--- config.mk ---
export PLATFORM = sky130hd
export DESIGN_NAME = sar_adc_conversion_sequencer
export DESIGN_NICKNAME = d
export VERILOG_FILES = /design/src/sar_adc_conversion_sequencer.sv /design/src/result_fifo.sv
export SDC_FILE = /design/constraint.sdc
export NUM_CORES = 1
export LEC_CHECK = 0
export BUFFER_PORTS_ARGS = -buffer_cell sky130_fd_sc_hd__buf_2
export CAP_MARGIN = 20
export CORE_ASPECT_RATIO = 0.75
export CORE_MARGIN = 2
export CORE_UTILIZATION = 30
export DETAILED_ROUTE_END_ITERATION = 6
export GPL_ROUTABILITY_DRIVEN = 1
export PLACE_DENSITY = 0.46
export SLEW_MARGIN = 20
export SYNTH_ARGS = -nofsm -noshare
export SYNTH_HDL_FRONTEND = slang
export SYNTH_SLANG_ARGS = --single-unit
--- constraint.sdc ---
create_clock -name clock -period 4.45 [get_ports clock]
set_clock_uncertainty 0.15 [all_clocks]
set_input_delay 1.1125 -clock clock [delete_from_list [all_inputs] [get_ports clock]]
set_output_delay 1.1125 -clock clock [all_outputs]
set_load 0.05 [all_outputs]
--- src/sar_adc_conversion_sequencer.sv ---
// Conversion sequencer of a successive-approximation converter with serial result output.
`timescale 1ns/1ps

package sar_seq_pkg;
  localparam int CLOCK_PERIOD_NS = 40;
  localparam int CONV_HS_NS = 5000;
  localparam int CONV_AS_NS = 10000;
  localparam int ACQ_NS = 350;
  localparam int QUIET_NS = 250;
  localparam int THROUGHPUT_NS = 6250;
  localparam int CONV_HS_CYCLES = CONV_HS_NS / CLOCK_PERIOD_NS;
  localparam int CONV_AS_CYCLES = CONV_AS_NS / CLOCK_PERIOD_NS;
  localparam int ACQ_CYCLES = (ACQ_NS + CLOCK_PERIOD_NS - 1) / CLOCK_PERIOD_NS;
  localparam int QUIET_CYCLES = (QUIET_NS + CLOCK_PERIOD_NS - 1) / CLOCK_PERIOD_NS;
  localparam int THROUGHPUT_CYCLES = THROUGHPUT_NS / CLOCK_PERIOD_NS;
  localparam int CNT_W = 9;
  localparam int RESULT_BITS = 14;
  localparam int FRAME_BITS = 16;
  localparam int FIFO_DEPTH = 16;
  localparam int BITCNT_W = 5;
  localparam logic [1:0] LEAD_ZEROS = 2'h0;
  localparam logic [FRAME_BITS-1:0] SHIFT_RESET = 16'h0000;
  typedef enum logic [1:0] {
    ST_TRACK = 2'b00,
    ST_CONVERT = 2'b01,
    ST_SLEEP = 2'b10
  } seq_state_type;
endpackage

module sar_adc_conversion_sequencer #(
  parameter int RESULT_W = sar_seq_pkg::RESULT_BITS,
  parameter int DEPTH = sar_seq_pkg::FIFO_DEPTH
) (
  input wire logic clock,
  input wire logic rst_n,
  input wire logic clk_en,
  input wire logic conversion_start_n,
  input wire logic auto_sleep_mode,
  input wire logic serial_clock,
  input wire logic [RESULT_W-1:0] sample_code,
  output logic busy,
  output logic hold,
  output logic power_down,
  output logic buffer_full,
  output logic serial_result_out,
  output logic serial_result_oe
);
  // ************************************************************
  // Pin synchronisers and edge detection
  // ************************************************************
  logic cs_s1_ff;
  logic cs_s2_ff;
  logic cs_prev_ff;
  logic sck_s1_ff;
  logic sck_s2_ff;
  logic sck_prev_ff;
  logic mode_s1_ff;
  logic mode_s2_ff;
  logic cs_fall;
  logic cs_rise;
  logic sck_fall;

  always_ff @(posedge clock) begin
    if (!rst_n) begin
      cs_s1_ff <= 1'b1;
      cs_s2_ff <= 1'b1;
      cs_prev_ff <= 1'b1;
      sck_s1_ff <= 1'b0;
      sck_s2_ff <= 1'b0;
      sck_prev_ff <= 1'b0;
      mode_s1_ff <= 1'b0;
      mode_s2_ff <= 1'b0;
    end else if (clk_en) begin
      cs_s1_ff <= conversion_start_n;
      cs_s2_ff <= cs_s1_ff;
      cs_prev_ff <= cs_s2_ff;
      sck_s1_ff <= serial_clock;
      sck_s2_ff <= sck_s1_ff;
      sck_prev_ff <= sck_s2_ff;
      mode_s1_ff <= auto_sleep_mode;
      mode_s2_ff <= mode_s1_ff;
    end
  end

  assign cs_fall = cs_prev_ff && !cs_s2_ff;
  assign cs_rise = !cs_prev_ff && cs_s2_ff;
  assign sck_fall = sck_prev_ff && !sck_s2_ff;

  // ************************************************************
  // Conversion sequencer
  // ************************************************************
  sar_seq_pkg::seq_state_type state_ff;
  logic [sar_seq_pkg::CNT_W-1:0] conv_cnt_ff;
  logic mode_ff;
  logic busy_ff;
  logic hold_ff;
  logic power_down_ff;
  logic full_ff;
  logic fifo_in_ready;
  logic start_ok;
  logic conv_end;
  logic push_ff;
  logic [RESULT_W-1:0] push_data_ff;

  // A full buffer refuses the start, so no finished result is dropped at the buffer input, except after a start taken in the cycle the previous result is pushed.
  assign start_ok = cs_fall && (state_ff != sar_seq_pkg::ST_CONVERT) && fifo_in_ready;
  assign conv_end = (state_ff == sar_seq_pkg::ST_CONVERT) && (conv_cnt_ff == '0);

  always_ff @(posedge clock) begin
    if (!rst_n) begin
      state_ff <= sar_seq_pkg::ST_TRACK;
      conv_cnt_ff <= '0;
      mode_ff <= 1'b0;
    end else if (clk_en) begin
      case (state_ff)
        sar_seq_pkg::ST_TRACK, sar_seq_pkg::ST_SLEEP: begin
          if (start_ok) begin
            state_ff <= sar_seq_pkg::ST_CONVERT;
            mode_ff <= mode_s2_ff;
            conv_cnt_ff <= mode_s2_ff ?
              sar_seq_pkg::CNT_W'(sar_seq_pkg::CONV_AS_CYCLES - 1) :
              sar_seq_pkg::CNT_W'(sar_seq_pkg::CONV_HS_CYCLES - 1);
          end else if (state_ff == sar_seq_pkg::ST_SLEEP && cs_rise) begin
            state_ff <= sar_seq_pkg::ST_TRACK;
          end
        end
        sar_seq_pkg::ST_CONVERT: begin
          if (conv_cnt_ff == '0) begin
            state_ff <= (mode_ff || !cs_s2_ff) ?
              sar_seq_pkg::ST_SLEEP : sar_seq_pkg::ST_TRACK;
          end else begin
            conv_cnt_ff <= conv_cnt_ff - 1'b1;
          end
        end
        default: begin
          state_ff <= sar_seq_pkg::ST_TRACK;
        end
      endcase
    end
  end

  always_ff @(posedge clock) begin
    if (!rst_n) begin
      busy_ff <= 1'b0;
      hold_ff <= 1'b0;
    end else if (clk_en) begin
      if (start_ok) begin
        busy_ff <= 1'b1;
        hold_ff <= 1'b1;
      end else if (conv_end) begin
        busy_ff <= 1'b0;
        hold_ff <= 1'b0;
      end
    end
  end

  always_ff @(posedge clock) begin
    if (!rst_n) begin
      power_down_ff <= 1'b0;
    end else if (clk_en) begin
      if (conv_end) begin
        power_down_ff <= mode_ff || !cs_s2_ff;
      end else if (start_ok || cs_rise) begin
        power_down_ff <= 1'b0;
      end
    end
  end

  // The result is taken when the conversion completes and queued for the serial unit.
  always_ff @(posedge clock) begin
    if (!rst_n) begin
      push_ff <= 1'b0;
      push_data_ff <= '0;
      full_ff <= 1'b0;
    end else if (clk_en) begin
      push_ff <= conv_end;
      if (conv_end) begin
        push_data_ff <= sample_code;
      end
      full_ff <= !fifo_in_ready;
    end
  end

  // ************************************************************
  // Result buffer and serial output shifter
  // ************************************************************
  logic fifo_out_valid;
  logic fifo_out_ready;
  logic [RESULT_W-1:0] fifo_out_data;
  logic [sar_seq_pkg::FRAME_BITS-1:0] shift_ff;
  logic [sar_seq_pkg::BITCNT_W-1:0] bits_left_ff;
  logic oe_ff;
  logic sdo_ff;
  logic load;

  result_fifo #(
    .WIDTH(RESULT_W),
    .DEPTH(DEPTH)
  ) u_fifo (
    .clock(clock),
    .rst_n(rst_n),
    .clk_en(clk_en),
    .in_valid(push_ff),
    .in_ready(fifo_in_ready),
    .in_data(push_data_ff),
    .out_valid(fifo_out_valid),
    .out_ready(fifo_out_ready),
    .out_data(fifo_out_data)
  );

  // The shifter drains the buffer only while idle, which is what stalls it.
  assign fifo_out_ready = !oe_ff && !cs_fall;
  assign load = fifo_out_valid && fifo_out_ready;

  always_ff @(posedge clock) begin
    if (!rst_n) begin
      shift_ff <= sar_seq_pkg::SHIFT_RESET;
      bits_left_ff <= '0;
      oe_ff <= 1'b0;
      sdo_ff <= 1'b0;
    end else if (clk_en) begin
      if (cs_fall) begin
        shift_ff <= sar_seq_pkg::SHIFT_RESET;
        bits_left_ff <= '0;
        oe_ff <= 1'b0;
        sdo_ff <= 1'b0;
      end else if (load) begin
        shift_ff <= {sar_seq_pkg::LEAD_ZEROS, fifo_out_data};
        bits_left_ff <= sar_seq_pkg::BITCNT_W'(sar_seq_pkg::FRAME_BITS);
        oe_ff <= 1'b1;
        sdo_ff <= sar_seq_pkg::LEAD_ZEROS[1];
      end else if (oe_ff && sck_fall) begin
        bits_left_ff <= bits_left_ff - 1'b1;
        if (bits_left_ff == 5'h01) begin
          oe_ff <= 1'b0;
          sdo_ff <= 1'b0;
        end else begin
          shift_ff <= {shift_ff[sar_seq_pkg::FRAME_BITS-2:0], 1'b0};
          sdo_ff <= shift_ff[sar_seq_pkg::FRAME_BITS-2];
        end
      end
    end
  end

  assign busy = busy_ff;
  assign hold = hold_ff;
  assign power_down = power_down_ff;
  assign buffer_full = full_ff;
  assign serial_result_out = sdo_ff;
  assign serial_result_oe = oe_ff;

  // ************************************************************
  // Assertions
  // ************************************************************
  logic [sar_seq_pkg::CNT_W-1:0] busy_len_ff;

  always_ff @(posedge clock) begin
    if (!rst_n) begin
      busy_len_ff <= '0;
    end else if (clk_en) begin
      busy_len_ff <= busy_ff ? busy_len_ff + 1'b1 : '0;
    end
  end

  a_busy_on_start: assert property (@(posedge clock iff clk_en) disable iff (!rst_n)
    start_ok |=> busy_ff && hold_ff)
    else $error("busy or hold did not rise after a start");
  a_conv_time_fast: assert property (@(posedge clock iff clk_en) disable iff (!rst_n)
    $fell(busy_ff) && !mode_ff |-> busy_len_ff == 9'(sar_seq_pkg::CONV_HS_CYCLES))
    else $error("high-sampling conversion length wrong");
  a_conv_time_sleep: assert property (@(posedge clock iff clk_en) disable iff (!rst_n)
    $fell(busy_ff) && mode_ff |-> busy_len_ff == 9'(sar_seq_pkg::CONV_AS_CYCLES))
    else $error("auto-sleep conversion length wrong");
  a_track_at_end: assert property (@(posedge clock iff clk_en) disable iff (!rst_n)
    hold_ff == busy_ff)
    else $error("track/hold not following the conversion");
  a_no_restart: assert property (@(posedge clock iff clk_en) disable iff (!rst_n)
    busy_ff && cs_fall && conv_cnt_ff != '0 |=> conv_cnt_ff == $past(conv_cnt_ff) - 1'b1)
    else $error("conversion restarted while busy");
  a_sleep_at_end: assert property (@(posedge clock iff clk_en) disable iff (!rst_n)
    conv_end && (mode_ff || !cs_s2_ff) |=> power_down_ff ##0 !busy_ff)
    else $error("no power-down at conversion end");
  a_frame_lead: assert property (@(posedge clock iff clk_en) disable iff (!rst_n)
    load && !cs_fall |=> oe_ff && !sdo_ff && bits_left_ff == 5'h10)
    else $error("frame does not open with a leading zero");
  a_frame_float: assert property (@(posedge clock iff clk_en) disable iff (!rst_n)
    oe_ff && sck_fall && bits_left_ff == 5'h01 && !cs_fall |=> !oe_ff)
    else $error("output still driven after sixteen bits");
  a_shift_reset: assert property (@(posedge clock iff clk_en) disable iff (!rst_n)
    cs_fall |=> !oe_ff && shift_ff == sar_seq_pkg::SHIFT_RESET)
    else $error("shift register not reset by a start");

  c_fast_conv: cover property (@(posedge clock iff clk_en) disable iff (!rst_n)
    $fell(busy_ff) && !mode_ff);
  c_sleep_wake: cover property (@(posedge clock iff clk_en) disable iff (!rst_n)
    state_ff == sar_seq_pkg::ST_SLEEP && cs_rise);
  c_full_frame: cover property (@(posedge clock iff clk_en) disable iff (!rst_n)
    oe_ff && sck_fall && bits_left_ff == 5'h01);
  c_buffer_full: cover property (@(posedge clock iff clk_en) disable iff (!rst_n)
    full_ff);
endmodule

--- src/result_fifo.sv ---
// Synchronous FIFO with a registered output word, used as the result buffer.
`timescale 1ns/1ps
module result_fifo #(
  parameter int WIDTH = 14,
  parameter int DEPTH = 16
) (
  input wire logic clock,
  input wire logic rst_n,
  input wire logic clk_en,
  input wire logic in_valid,
  output logic in_ready,
  input wire logic [WIDTH-1:0] in_data,
  output logic out_valid,
  input wire logic out_ready,
  output logic [WIDTH-1:0] out_data
);
  localparam int AW = (DEPTH > 1) ? $clog2(DEPTH) : 1;

  logic [WIDTH-1:0] mem_ff [DEPTH];
  logic [AW-1:0] wr_ptr_ff;
  logic [AW-1:0] rd_ptr_ff;
  logic [AW:0] count_ff;
  logic [WIDTH-1:0] out_data_ff;
  logic out_valid_ff;
  logic push;
  logic pop;
  logic refill;
  logic mem_read;
  logic bypass;
  logic mem_write;

  assign in_ready = (count_ff != (AW+1)'(DEPTH));
  assign out_valid = out_valid_ff;
  assign out_data = out_data_ff;
  assign push = in_valid && in_ready;
  assign pop = out_valid_ff && out_ready;
  assign refill = !out_valid_ff || pop;
  assign mem_read = refill && (count_ff != '0);
  // A word arriving at an empty FIFO goes straight to the output register.
  assign bypass = refill && (count_ff == '0) && push;
  assign mem_write = push && !bypass;

  always_ff @(posedge clock) begin
    if (clk_en && mem_write) begin
      mem_ff[wr_ptr_ff] <= in_data;
    end
  end

  always_ff @(posedge clock) begin
    if (!rst_n) begin
      wr_ptr_ff <= '0;
      rd_ptr_ff <= '0;
      count_ff <= '0;
    end else if (clk_en) begin
      if (mem_write) begin
        wr_ptr_ff <= (wr_ptr_ff == AW'(DEPTH - 1)) ? '0 : wr_ptr_ff + 1'b1;
      end
      if (mem_read) begin
        rd_ptr_ff <= (rd_ptr_ff == AW'(DEPTH - 1)) ? '0 : rd_ptr_ff + 1'b1;
      end
      if (mem_write && !mem_read) begin
        count_ff <= count_ff + 1'b1;
      end else if (!mem_write && mem_read) begin
        count_ff <= count_ff - 1'b1;
      end
    end
  end

  always_ff @(posedge clock) begin
    if (!rst_n) begin
      out_valid_ff <= 1'b0;
      out_data_ff <= '0;
    end else if (clk_en) begin
      if (mem_read) begin
        out_valid_ff <= 1'b1;
        out_data_ff <= mem_ff[rd_ptr_ff];
      end else if (bypass) begin
        out_valid_ff <= 1'b1;
        out_data_ff <= in_data;
      end else if (pop) begin
        out_valid_ff <= 1'b0;
      end
    end
  end
endmodule

* Yosys cells after proc, flatten, opt, wreduce, memory -nomap -nowiden *
Memories as Yosys holds them, arrays and structs flattened. A register that Yosys moved wholly into a read port is not among the register bits.
Index checks and enable logic that the tools add are counted.

storage, ports and cells
  register bits = 88
  memories kept = 1
  output and inout bits = 6
  RAM bits = 224
  logic and storage cells = 143

operators by class
  add/subtract/negate cells = 6
  equality and inequality tests = 12
  reductions and logical operators = 58
  muxes and demuxes = 41

memories
  name           depth  width  rd ports  clocked after Yosys merged registers in  wr ports  RTL line           RTL
  u_fifo.mem_ff  16     14     1         1                                        1         result_fifo.sv:19  logic [WIDTH-1:0] mem_ff [DEPTH];

operators with widths
  cell                                                                 number
  15-bit two-way mux                                                   4
  14-bit two-way mux                                                   2
  5-bit two-way mux                                                    5
  1-bit logical AND                                                    18
  9-bit two-way mux                                                    2
  9-bit one-hot mux with 2 select lines                                1
  2-bit AND reduction                                                  9
  1-bit two-way mux                                                    17
  4-bit two-way mux                                                    4
  3-bit AND reduction                                                  4
  1-bit logical NOT                                                    10
  2-bit nonzero test                                                   5
  5-bit by 1-bit subtractor with 5-bit output (second input constant)  2
  9-bit logical NOT                                                    1
  3-bit nonzero test                                                   3
  9-bit by 1-bit subtractor with 9-bit output (second input constant)  1
  4-bit by 1-bit adder with 4-bit output (second input constant)       2
  4-bit == test (second input constant)                                2
  2-bit two-way mux                                                    4
  8-bit two-way mux                                                    1
  5-bit by 1-bit adder with 5-bit output (second input constant)       1
  5-bit by 1-bit == test with 1-bit output (second input constant)     1
  5-bit logical NOT                                                    1
  5-bit inequality test (second input constant)                        1
  12 further kinds                                                     16

* Depth between registers and ports, before layout *
Gate-level depths: netlist of run 1.

  depth in word-level cells = 14
  mapped depth = 10
  gate-level depth less buffers = 9

* Hierarchy *
Synthesis of run 1 repeated with hierarchy kept, for this count alone.

second synthesis, totals
  cell total of the unflattened synthesis = 838
  area, all modules = 12,826.1 um2

modules (own cells, without submodules)
  module                        area each (um2)  instances  cells an instance
  result_fifo                   10,098.4         1          511
  sar_adc_conversion_sequencer  2,727.6          1          327

* Worst setup path after synthesis of run 1 *
Ideal clock, no wire load.

  kind = in2reg
  start = input port clk_en
  end = memory u_fifo.mem_ff[7][0], enable pin
  path slack = 1.097 ns
  stages on the path = 4
  arrival time = 2.801 ns
  required time = 3.897 ns
  path buffers = 2
  cell sequence = buf_2 -> clkbuf_1 -> o211ai_1 -> nor3_1

between the ends
  word-level cells in the longest chain between the ends = 3

RTL lines
  item                                     RTL line                            RTL
  start, declared                          sar_adc_conversion_sequencer.sv:36  input wire logic clk_en,
  1-bit logical AND                        result_fifo.sv:44                   if (clk_en && mem_write) begin
  1-bit two-way mux                        result_fifo.sv:44
  1-bit two-way mux (not written as such)  result_fifo.sv:45                   mem_ff[wr_ptr_ff] <= in_data;
  end, declared                            result_fifo.sv:19

No other way between the ends.

* Worst setup path in the final report of run 1 *
  start = register cs_prev_ff
  end = memory u_fifo.mem_ff[2][9], enable pin

between the ends
  word-level cells in the longest chain between the ends = 12

RTL lines
  item                                     RTL line                             RTL
  start, declared                          sar_adc_conversion_sequencer.sv:53   logic cs_prev_ff;
  start signal, assigned                   sar_adc_conversion_sequencer.sv:76   cs_prev_ff <= cs_s2_ff;
  1-bit logical AND                        sar_adc_conversion_sequencer.sv:85   assign cs_fall = cs_prev_ff && !cs_s2_ff;
  1-bit logical NOT                        sar_adc_conversion_sequencer.sv:212  assign fifo_out_ready = !oe_ff && !cs_fall;
  1-bit logical AND                        sar_adc_conversion_sequencer.sv:212
  1-bit logical AND                        result_fifo.sv:36                    assign pop = out_valid_ff && out_ready;
  1-bit logical OR                         result_fifo.sv:37                    assign refill = !out_valid_ff || pop;
  1-bit logical AND (2 in series)          result_fifo.sv:40                    assign bypass = refill && (count_ff == '0) && push;
  1-bit logical NOT                        result_fifo.sv:41                    assign mem_write = push && !bypass;
  1-bit logical AND                        result_fifo.sv:41
  1-bit logical AND                        result_fifo.sv:44
  1-bit two-way mux                        result_fifo.sv:44
  1-bit two-way mux (not written as such)  result_fifo.sv:45

No other way between the ends.

==> metrics.csv, run 1 <==
stage;metric;value;unit
worst_setup_path;path_max_fanout;14;
worst_setup_path;start_kind;flip-flop;
synthesis;synthArstFlopShare;0;%
worst_setup_path;worstPathCellList;nor2b_1, o21ai_1, a311oi_2, nand2_1, nor3_4;
cells_and_area;drive_gt1_share;15.9;%
run_status;status;finished, final reports clean;
cells_and_area;layout_common_cells;edfxtp_1, dfxtp_1, mux2i_1;
cells_and_area;multi_input_area;0.00397;mm^2
timing;final-hold-violation-count;0;
timing;finalWorstSetupSlack;1.41;ns
pwr;pwr-share-clk;39.5;%
drt;drt_iter0_drc;709;
die;die_area;0.0445;mm^2
synthesis;synth_top_cell_area_share;52.3;%
global_route;antenna_found_initial;0;
place;place_ws;0.942;ns
clocking;cts_htree_levels;2;
pwr;power_density;487;mW/mm^2
global_route;track_usage;14.7;%
global_route;grt_pass1_wl;48700;um
die;start_util;30.5;%
worst_setup_path;cp-end-kind;flip-flop;
place;dp_hpwl;20500;um
clocking;root_buffer;clkbuf_16;
cells_and_area;final_common_cell;edfxtp_1;
pwr;power;0.00721;W
timing;setup_violations;0;
synthesis;ys_ff_latch;316;
clocking;cts_tree;done;
global_route;grt_max_degree;58;
clocking;ctsResizeCount;0;
cells_and_area;design_area;0.0148;mm^2
cells_and_area;antenna_cells;0;
flow_run;drv_cap;0;
pwr;power_switching;0.00188;W
drt;vias;7693;
timing;drv_slew;0;
cells_and_area;regArea;0.00857;mm^2
timing;fin_crit_sh;68.3;%
worst_setup_path;cp_slowest_cell;a311oi_2;
die;fp-row-count;65;
worst_setup_path;required;4.46;ns
min_path;min_path_type;reg2reg;
place;gp_congestion;0.773;
cells_and_area;final_util;35.1;%
clocking;cts_made_buffers;34;
clocking;cts_buffer_depth;3;
drt;vias_per_cell;5.04;
synthesis;syn_area;0.0129;mm^2
synthesis;synth_area_leaders;edfxtp_1, dfxtp_1, mux2i_1;
pwr;seq_power_share;47.0;%
clocking;cts_hold_repair.buffers;0;
synthesis;synth-edff-count;224;
timing;layout_min_cycle_time;3.04;ns
drt;wl_per_cell;21.3;um
pwr;peakVddDrop;0.251;mV
timing;tns;0;ns
cells_and_area;nFillCells;4147;
worst_setup_path;slowest_delay;0.61;ns
pwr;sw_frac_of_total;26.0;%
place;place_area;0.0137;mm^2
synthesis;yosys_warnings;0;
global_route;gr-total-overflow;0;
synthesis;ys_dominant_reg_cell;edfxtp_1;
clocking;cts_sinks;316;
worst_setup_path;arrival;3.05;ns
synthesis;synth_nets;929;
timing;rsz0062_at_grt;no;
drt;ant_nets;0;
place;io_buffers;25;
pwr;leakagePower;5.16;nW
drt;firstDrtPassIters;6;
synthesis;synth.avg_cell_area;14.3;um^2
die;ioPinCount;26;
drt;wirelength;32500;um
timing;fmax;0.329;GHz
die;fp.coreArea;0.0421;mm^2
clocking;worstSkewPairLatency;0.53;ns
synthesis;yosysTopAreaCell;edfxtp_1;
synthesis;yosysSeqAreaShare;66.6;%
pwr;p_int;0.00533;W
cells_and_area;final_nets;963;
global_route;grt_pass1_vias;7410;
synthesis;synthCells;899;
timing;tightestPinTransition;1.09;ns
clocking;postCtsSetupBuffers;0;
cells_and_area;area_growth;15.1;%
clocking;clk_pin_slew;0.06;ns
worst_setup_path;critical_path_class;reg2reg;
die;die_w;243;um
die;die_y;183;um
timing;slew_headroom;26.9;%
pwr;combPwrFrac;13.5;%
synthesis;synth.distinct_cells;61;
drt;drc;0;
## layout make-up
cell class / instances / share of cell area, %
clock inverter: 18 / 1.36
clock buffer: 43 / 6.12
tap: 569 / 4.81
sequential: 316 / 57.9
timing repair buffer: 51 / 2.17
multi-input combinational: 500 / 26.8
inverter: 30 / 0.761
## worst max-delay path: cells and delay by family, from the launching register on
family,cells,cell delay [ns]
AND/OR/NAND/NOR,3,1.16
AO/OA/AOI/OAI,2,0.98
flip-flops,1,0.37
## final timing paths
kind	slack (ns)	start	cells past startpoint	end
worst max-delay path	1.41	cs_prev_ff	5	u_fifo.mem_ff[2][9]
worst min-delay path	0.30	shift_ff[13]	2	shift_ff[14]
worst max register to register	1.41	cs_prev_ff	5	u_fifo.mem_ff[2][9]
worst min register to register	0.30	shift_ff[13]	2	shift_ff[14]
## state kept, by name, indices dropped and copies added (netlist names), 2 cells and up, named ones only
register          cells
u_fifo.mem_ff       224
shift_ff             15
u_fifo.rd_ptr_ff      4
bits_left_ff          5
push_data_ff         14
conv_cnt_ff           9
u_fifo.wr_ptr_ff      4
u_fifo.count_ff       5
state_ff              2
u_fifo.out_data      14
## per-layer routing
layer  track usage, %  up-vias  wire, um
met5                0        -         0
met4             3.29        0       518
met3             2.30       40      1750
met2             20.1      192     12900
met1             23.8     3899     17300
li1                 -     3562         -
## kinds of logic after synthesis
group	count (synthesis)	synth area share, %
flip-flops	316	66.6
AND/OR/NAND/NOR	203	7.58
AO/OA/AOI/OAI	170	9.92
multiplexers	112	11.7
buffers and inverters	83	2.80
adder cells (fa/ha/maj)	10	0.973
XOR/XNOR	5	0.341
## power groups by stage
stage                     combinational (W)  sequential, W  clock, W
after floorplan                    0.000824        0.00335         0
after CTS                          0.000976        0.00339   0.00292
after global placement             0.000970        0.00345         0
final                              0.000975        0.00339   0.00285
after detailed placement           0.000975        0.00345         0
after global routing                0.00107        0.00341   0.00303
## cell usage after synthesis, types with 2 or more instances
cell type  count
a22o_1        13
buf_4          5
dfxtp_1       92
o311ai_1      10
nor3_1        10
buf_2         18
a21oi_1       26
o2111ai_1      2
a21o_1         4
o311ai_0       3
a31oi_1        2
nand2b_1      10
nand2_2        2
a41oi_1        2
mux4_2        31
a221oi_1      26
a211oi_1       3
nor2_1        67
a31o_2         2
o21ai_0       22
inv_1         30
a311oi_1      18
o211ai_1       2
xnor2_1        3
o31ai_1        5
nand3_1       34
and3_1         4
or3_1          5
xor2_1         2
nor2b_1        4
clkbuf_1      28
edfxtp_1     224
nand2_1       54
o21a_1        16
a22oi_1        3
mux2i_1       81
and4_1         3
ha_1          10
## metrics by stage
| stage | std cells | hold slack (ns) |
|---|---|---|
| floorplan | 899 | 0.279 |
| global placement | 1466 | 0.298 |
| detailed placement | 1466 | 0.306 |
| CTS | 1527 | 0.309 |
| global route | 1527 | 0.335 |
| finish | 1527 | 0.303 |
Note: power is estimated with default switching activity, not from simulation.
==> run 2, diff against run 1 <==
--- a/config.mk
+++ b/config.mk
@@ -12,7 +12,7 @@
 export CORE_UTILIZATION = 30
 export DETAILED_ROUTE_END_ITERATION = 6
 export GPL_ROUTABILITY_DRIVEN = 1
-export PLACE_DENSITY = 0.46
+export PLACE_DENSITY = 0.48
 export SLEW_MARGIN = 20
 export SYNTH_ARGS = -nofsm -noshare
 export SYNTH_HDL_FRONTEND = slang
==> constraint.sdc (replaced) <==
create_clock -name clock -period 2.6 [get_ports clock]
set_clock_uncertainty 0.15 [all_clocks]
set_input_delay 0.65 -clock clock [delete_from_list [all_inputs] [get_ports clock]]
set_output_delay 0.65 -clock clock [all_outputs]
set_load 0.05 [all_outputs]
==> metrics.csv, run 2 (synthesis gave the netlist of run 1 again) <==
stage;metric;value;unit;change
cells_and_area;final_common_cell;edfxtp_1;;
cells_and_area;top_register;u_fifo.mem_ff;;
place;place_ws;0.169;ns;-0.773 ns
die;die_w;243;um;unchanged
drt;ant_nets;0;;unchanged
worst_setup_path;reg2reg_slack;0.15;ns;-1.25 ns
place;place_area;0.0141;mm^2;+3.5%
clocking;cts_made_buffers;34;;unchanged
worst_setup_path;required;2.86;ns;-1.60 ns
drt;drt_iter0_drc;552;;-22%
timing;setup_violations;0;;unchanged
pwr;leakagePower;5.38;nW;+4.2%
cells_and_area;final_nets;995;;+3.3%
worst_setup_path;path_max_fanout;54;;+40
worst_setup_path;cp_slowest_cell;a221oi_1;;
timing;finalWorstSetupSlack;0.155;ns;-1.25 ns
clocking;cts_sinks;316;;unchanged
die;die_area;0.0445;mm^2;unchanged
pwr;combPwrFrac;15.8;%;+2.3 points
clocking;cts_buffer_depth;3;;unchanged
timing;fmax;0.409;GHz;+24%
timing;slew_headroom;28.5;%;+1.6 points
cells_and_area;layout_common_cells;edfxtp_1, dfxtp_1, mux2i_1;;
timing;final-hold-violation-count;0;;unchanged
die;fp-row-count;65;;unchanged
die;fp.coreArea;0.0421;mm^2;unchanged
drt;wl_per_cell;20.5;um;-3.8%
cells_and_area;drive_gt1_share;18.9;%;+3.0 points
timing;drv_slew;0;;unchanged
cells_and_area;antenna_cells;0;;unchanged
drt;drc;0;;unchanged
drt;vias_per_cell;4.91;;-2.6%
clocking;cts_tree;done;;
pwr;pwr-share-clk;38.2;%;-1.3 points
min_path;hp-start;conversion_start_n;;
drt;firstDrtPassIters;5;;-1
cells_and_area;area_growth;18.5;%;
timing;layout_min_cycle_time;2.45;ns;-0.596 ns
min_path;min_path_type;in2reg;;
worst_setup_path;cp-end-kind;flip-flop;;
worst_setup_path;rr_worst_depth;6;;+1
cells_and_area;largest_reg_flops;224;;unchanged
cells_and_area;nFillCells;4097;;-1.2%
place;gp_congestion;0.794;;+2.8%
global_route;grt_pass1_wl;48000;um;-1.5%
cells_and_area;regArea;0.00857;mm^2;unchanged
clocking;worstSkewPairLatency;0.53;ns;about the same
drt;vias;7650;;-0.56%
global_route;antenna_found_initial;0;;unchanged
global_route;grt_max_degree;55;;-5.2%
run_status;status;finished, final reports clean;;
drt;wirelength;31900;um;-1.8%
clocking;root_buffer;clkbuf_16;;
clocking;ctsResizeCount;0;;unchanged
cells_and_area;final_cells;1559;;+2.1%
pwr;power;0.0123;W;+71%
clocking;clk_pin_slew;0.06;ns;about the same
cells_and_area;multi_input_area;0.00396;mm^2;-0.38%
pwr;power_density;811;mW/mm^2;+66%
min_path;holdPathStages;3;;+1
timing;fin_crit_sh;94.0;%;+26 points
pwr;p_int;0.00912;W;+71%
worst_setup_path;worstPathCellList;buf_12, mux2i_1, a221oi_1, a22o_1, o21ai_0, o311ai_0;;
place;io_buffers;25;;unchanged
pwr;sw_frac_of_total;26.2;%;+0.14 points
die;ioPinCount;26;;unchanged
die;start_util;30.5;%;unchanged
timing;tightestPinTransition;1.07;ns;-0.0242 ns
flow_run;drv_cap;0;;unchanged
cells_and_area;design_area;0.0152;mm^2;+3.0%
pwr;power_switching;0.00323;W;+72%
pwr;peakVddDrop;0.489;mV;+95%
worst_setup_path;slowest_delay;0.73;ns;+0.12 ns
cells_and_area;top_regs;u_fifo.mem_ff (224), shift_ff (15);;
clocking;postCtsSetupBuffers;0;;unchanged
worst_setup_path;critical_path_class;reg2reg;;
global_route;track_usage;14.4;%;-0.29 points
global_route;grt_pass1_vias;7510;;+1.3%
global_route;gr-total-overflow;0;;unchanged
worst_setup_path;arrival;2.70;ns;-0.35 ns
place;dp_hpwl;20200;um;-1.2%
die;die_y;183;um;unchanged
worst_setup_path;start_kind;flip-flop;;
timing;rsz0062_at_grt;no;;
pwr;seq_power_share;46.0;%;-1.0 points
clocking;cts_htree_levels;2;;unchanged
place;placed_cells;1498;;+2.2%
clocking;cts_hold_repair.buffers;0;;unchanged
-- run 2: final cells by class --
cell class,instances,area share [%]
sequential,316,56.3
multi-input combinational,500,26.0
clock buffer,43,6.04
timing repair buffer,83,5.24
tap,569,4.67
clock inverter,18,1.05
inverter,30,0.739
-- run 2: power groups by stage --
stage | combinational, W | clock [W] | sequential (W)
finish | 0.00196 | 0.00472 | 0.00568
detailed placement | 0.00196 | 0 | 0.00578
CTS | 0.00197 | 0.00483 | 0.00568
floorplan | 0.00141 | 0 | 0.00574
global placement | 0.00195 | 0 | 0.00578
global route | 0.00211 | 0.00502 | 0.00570
-- run 2: critical path: cells and delay by family, from the launching register on --
kind	cells	cell delay (ns)
AOI/OAI and AO/OA	4	1.24
DFF	1	0.39
muxes	1	0.14
buffers and inverters	1	0.33
-- run 2: worst paths after layout --
check / end
hold / removal: cs_s1_ff
setup reg to reg: u_fifo.out_data[1]
hold reg to reg: u_fifo.out_data[12]
setup / recovery: u_fifo.out_data[1]
-- run 2: layer usage --
layer / part of all wire, % / track usage [%] / vias to the layer above
met5: 0 / 0 / -
met2: 40 / 20.0 / 165
li1: - / - / 3617
met4: 1.5 / 3.14 / 0
met1: 54 / 23.0 / 3831
met3: 4.6 / 2.46 / 37
-- run 2: metrics by stage --
| stage | util (%) | hold slack [ns] | setup TNS [ns] |
|---|---|---|---|
| after floorplan | - | 0.279 | -19.27 |
| after global placement | 33.6 | 0.293 | 0 |
| after detailed placement | 33.6 | 0.302 | 0 |
| after CTS | 36.2 | 0.173 | 0 |
| after global routing | 36.2 | 0.177 | 0 |
| final | 36.2 | 0.196 | 0 |
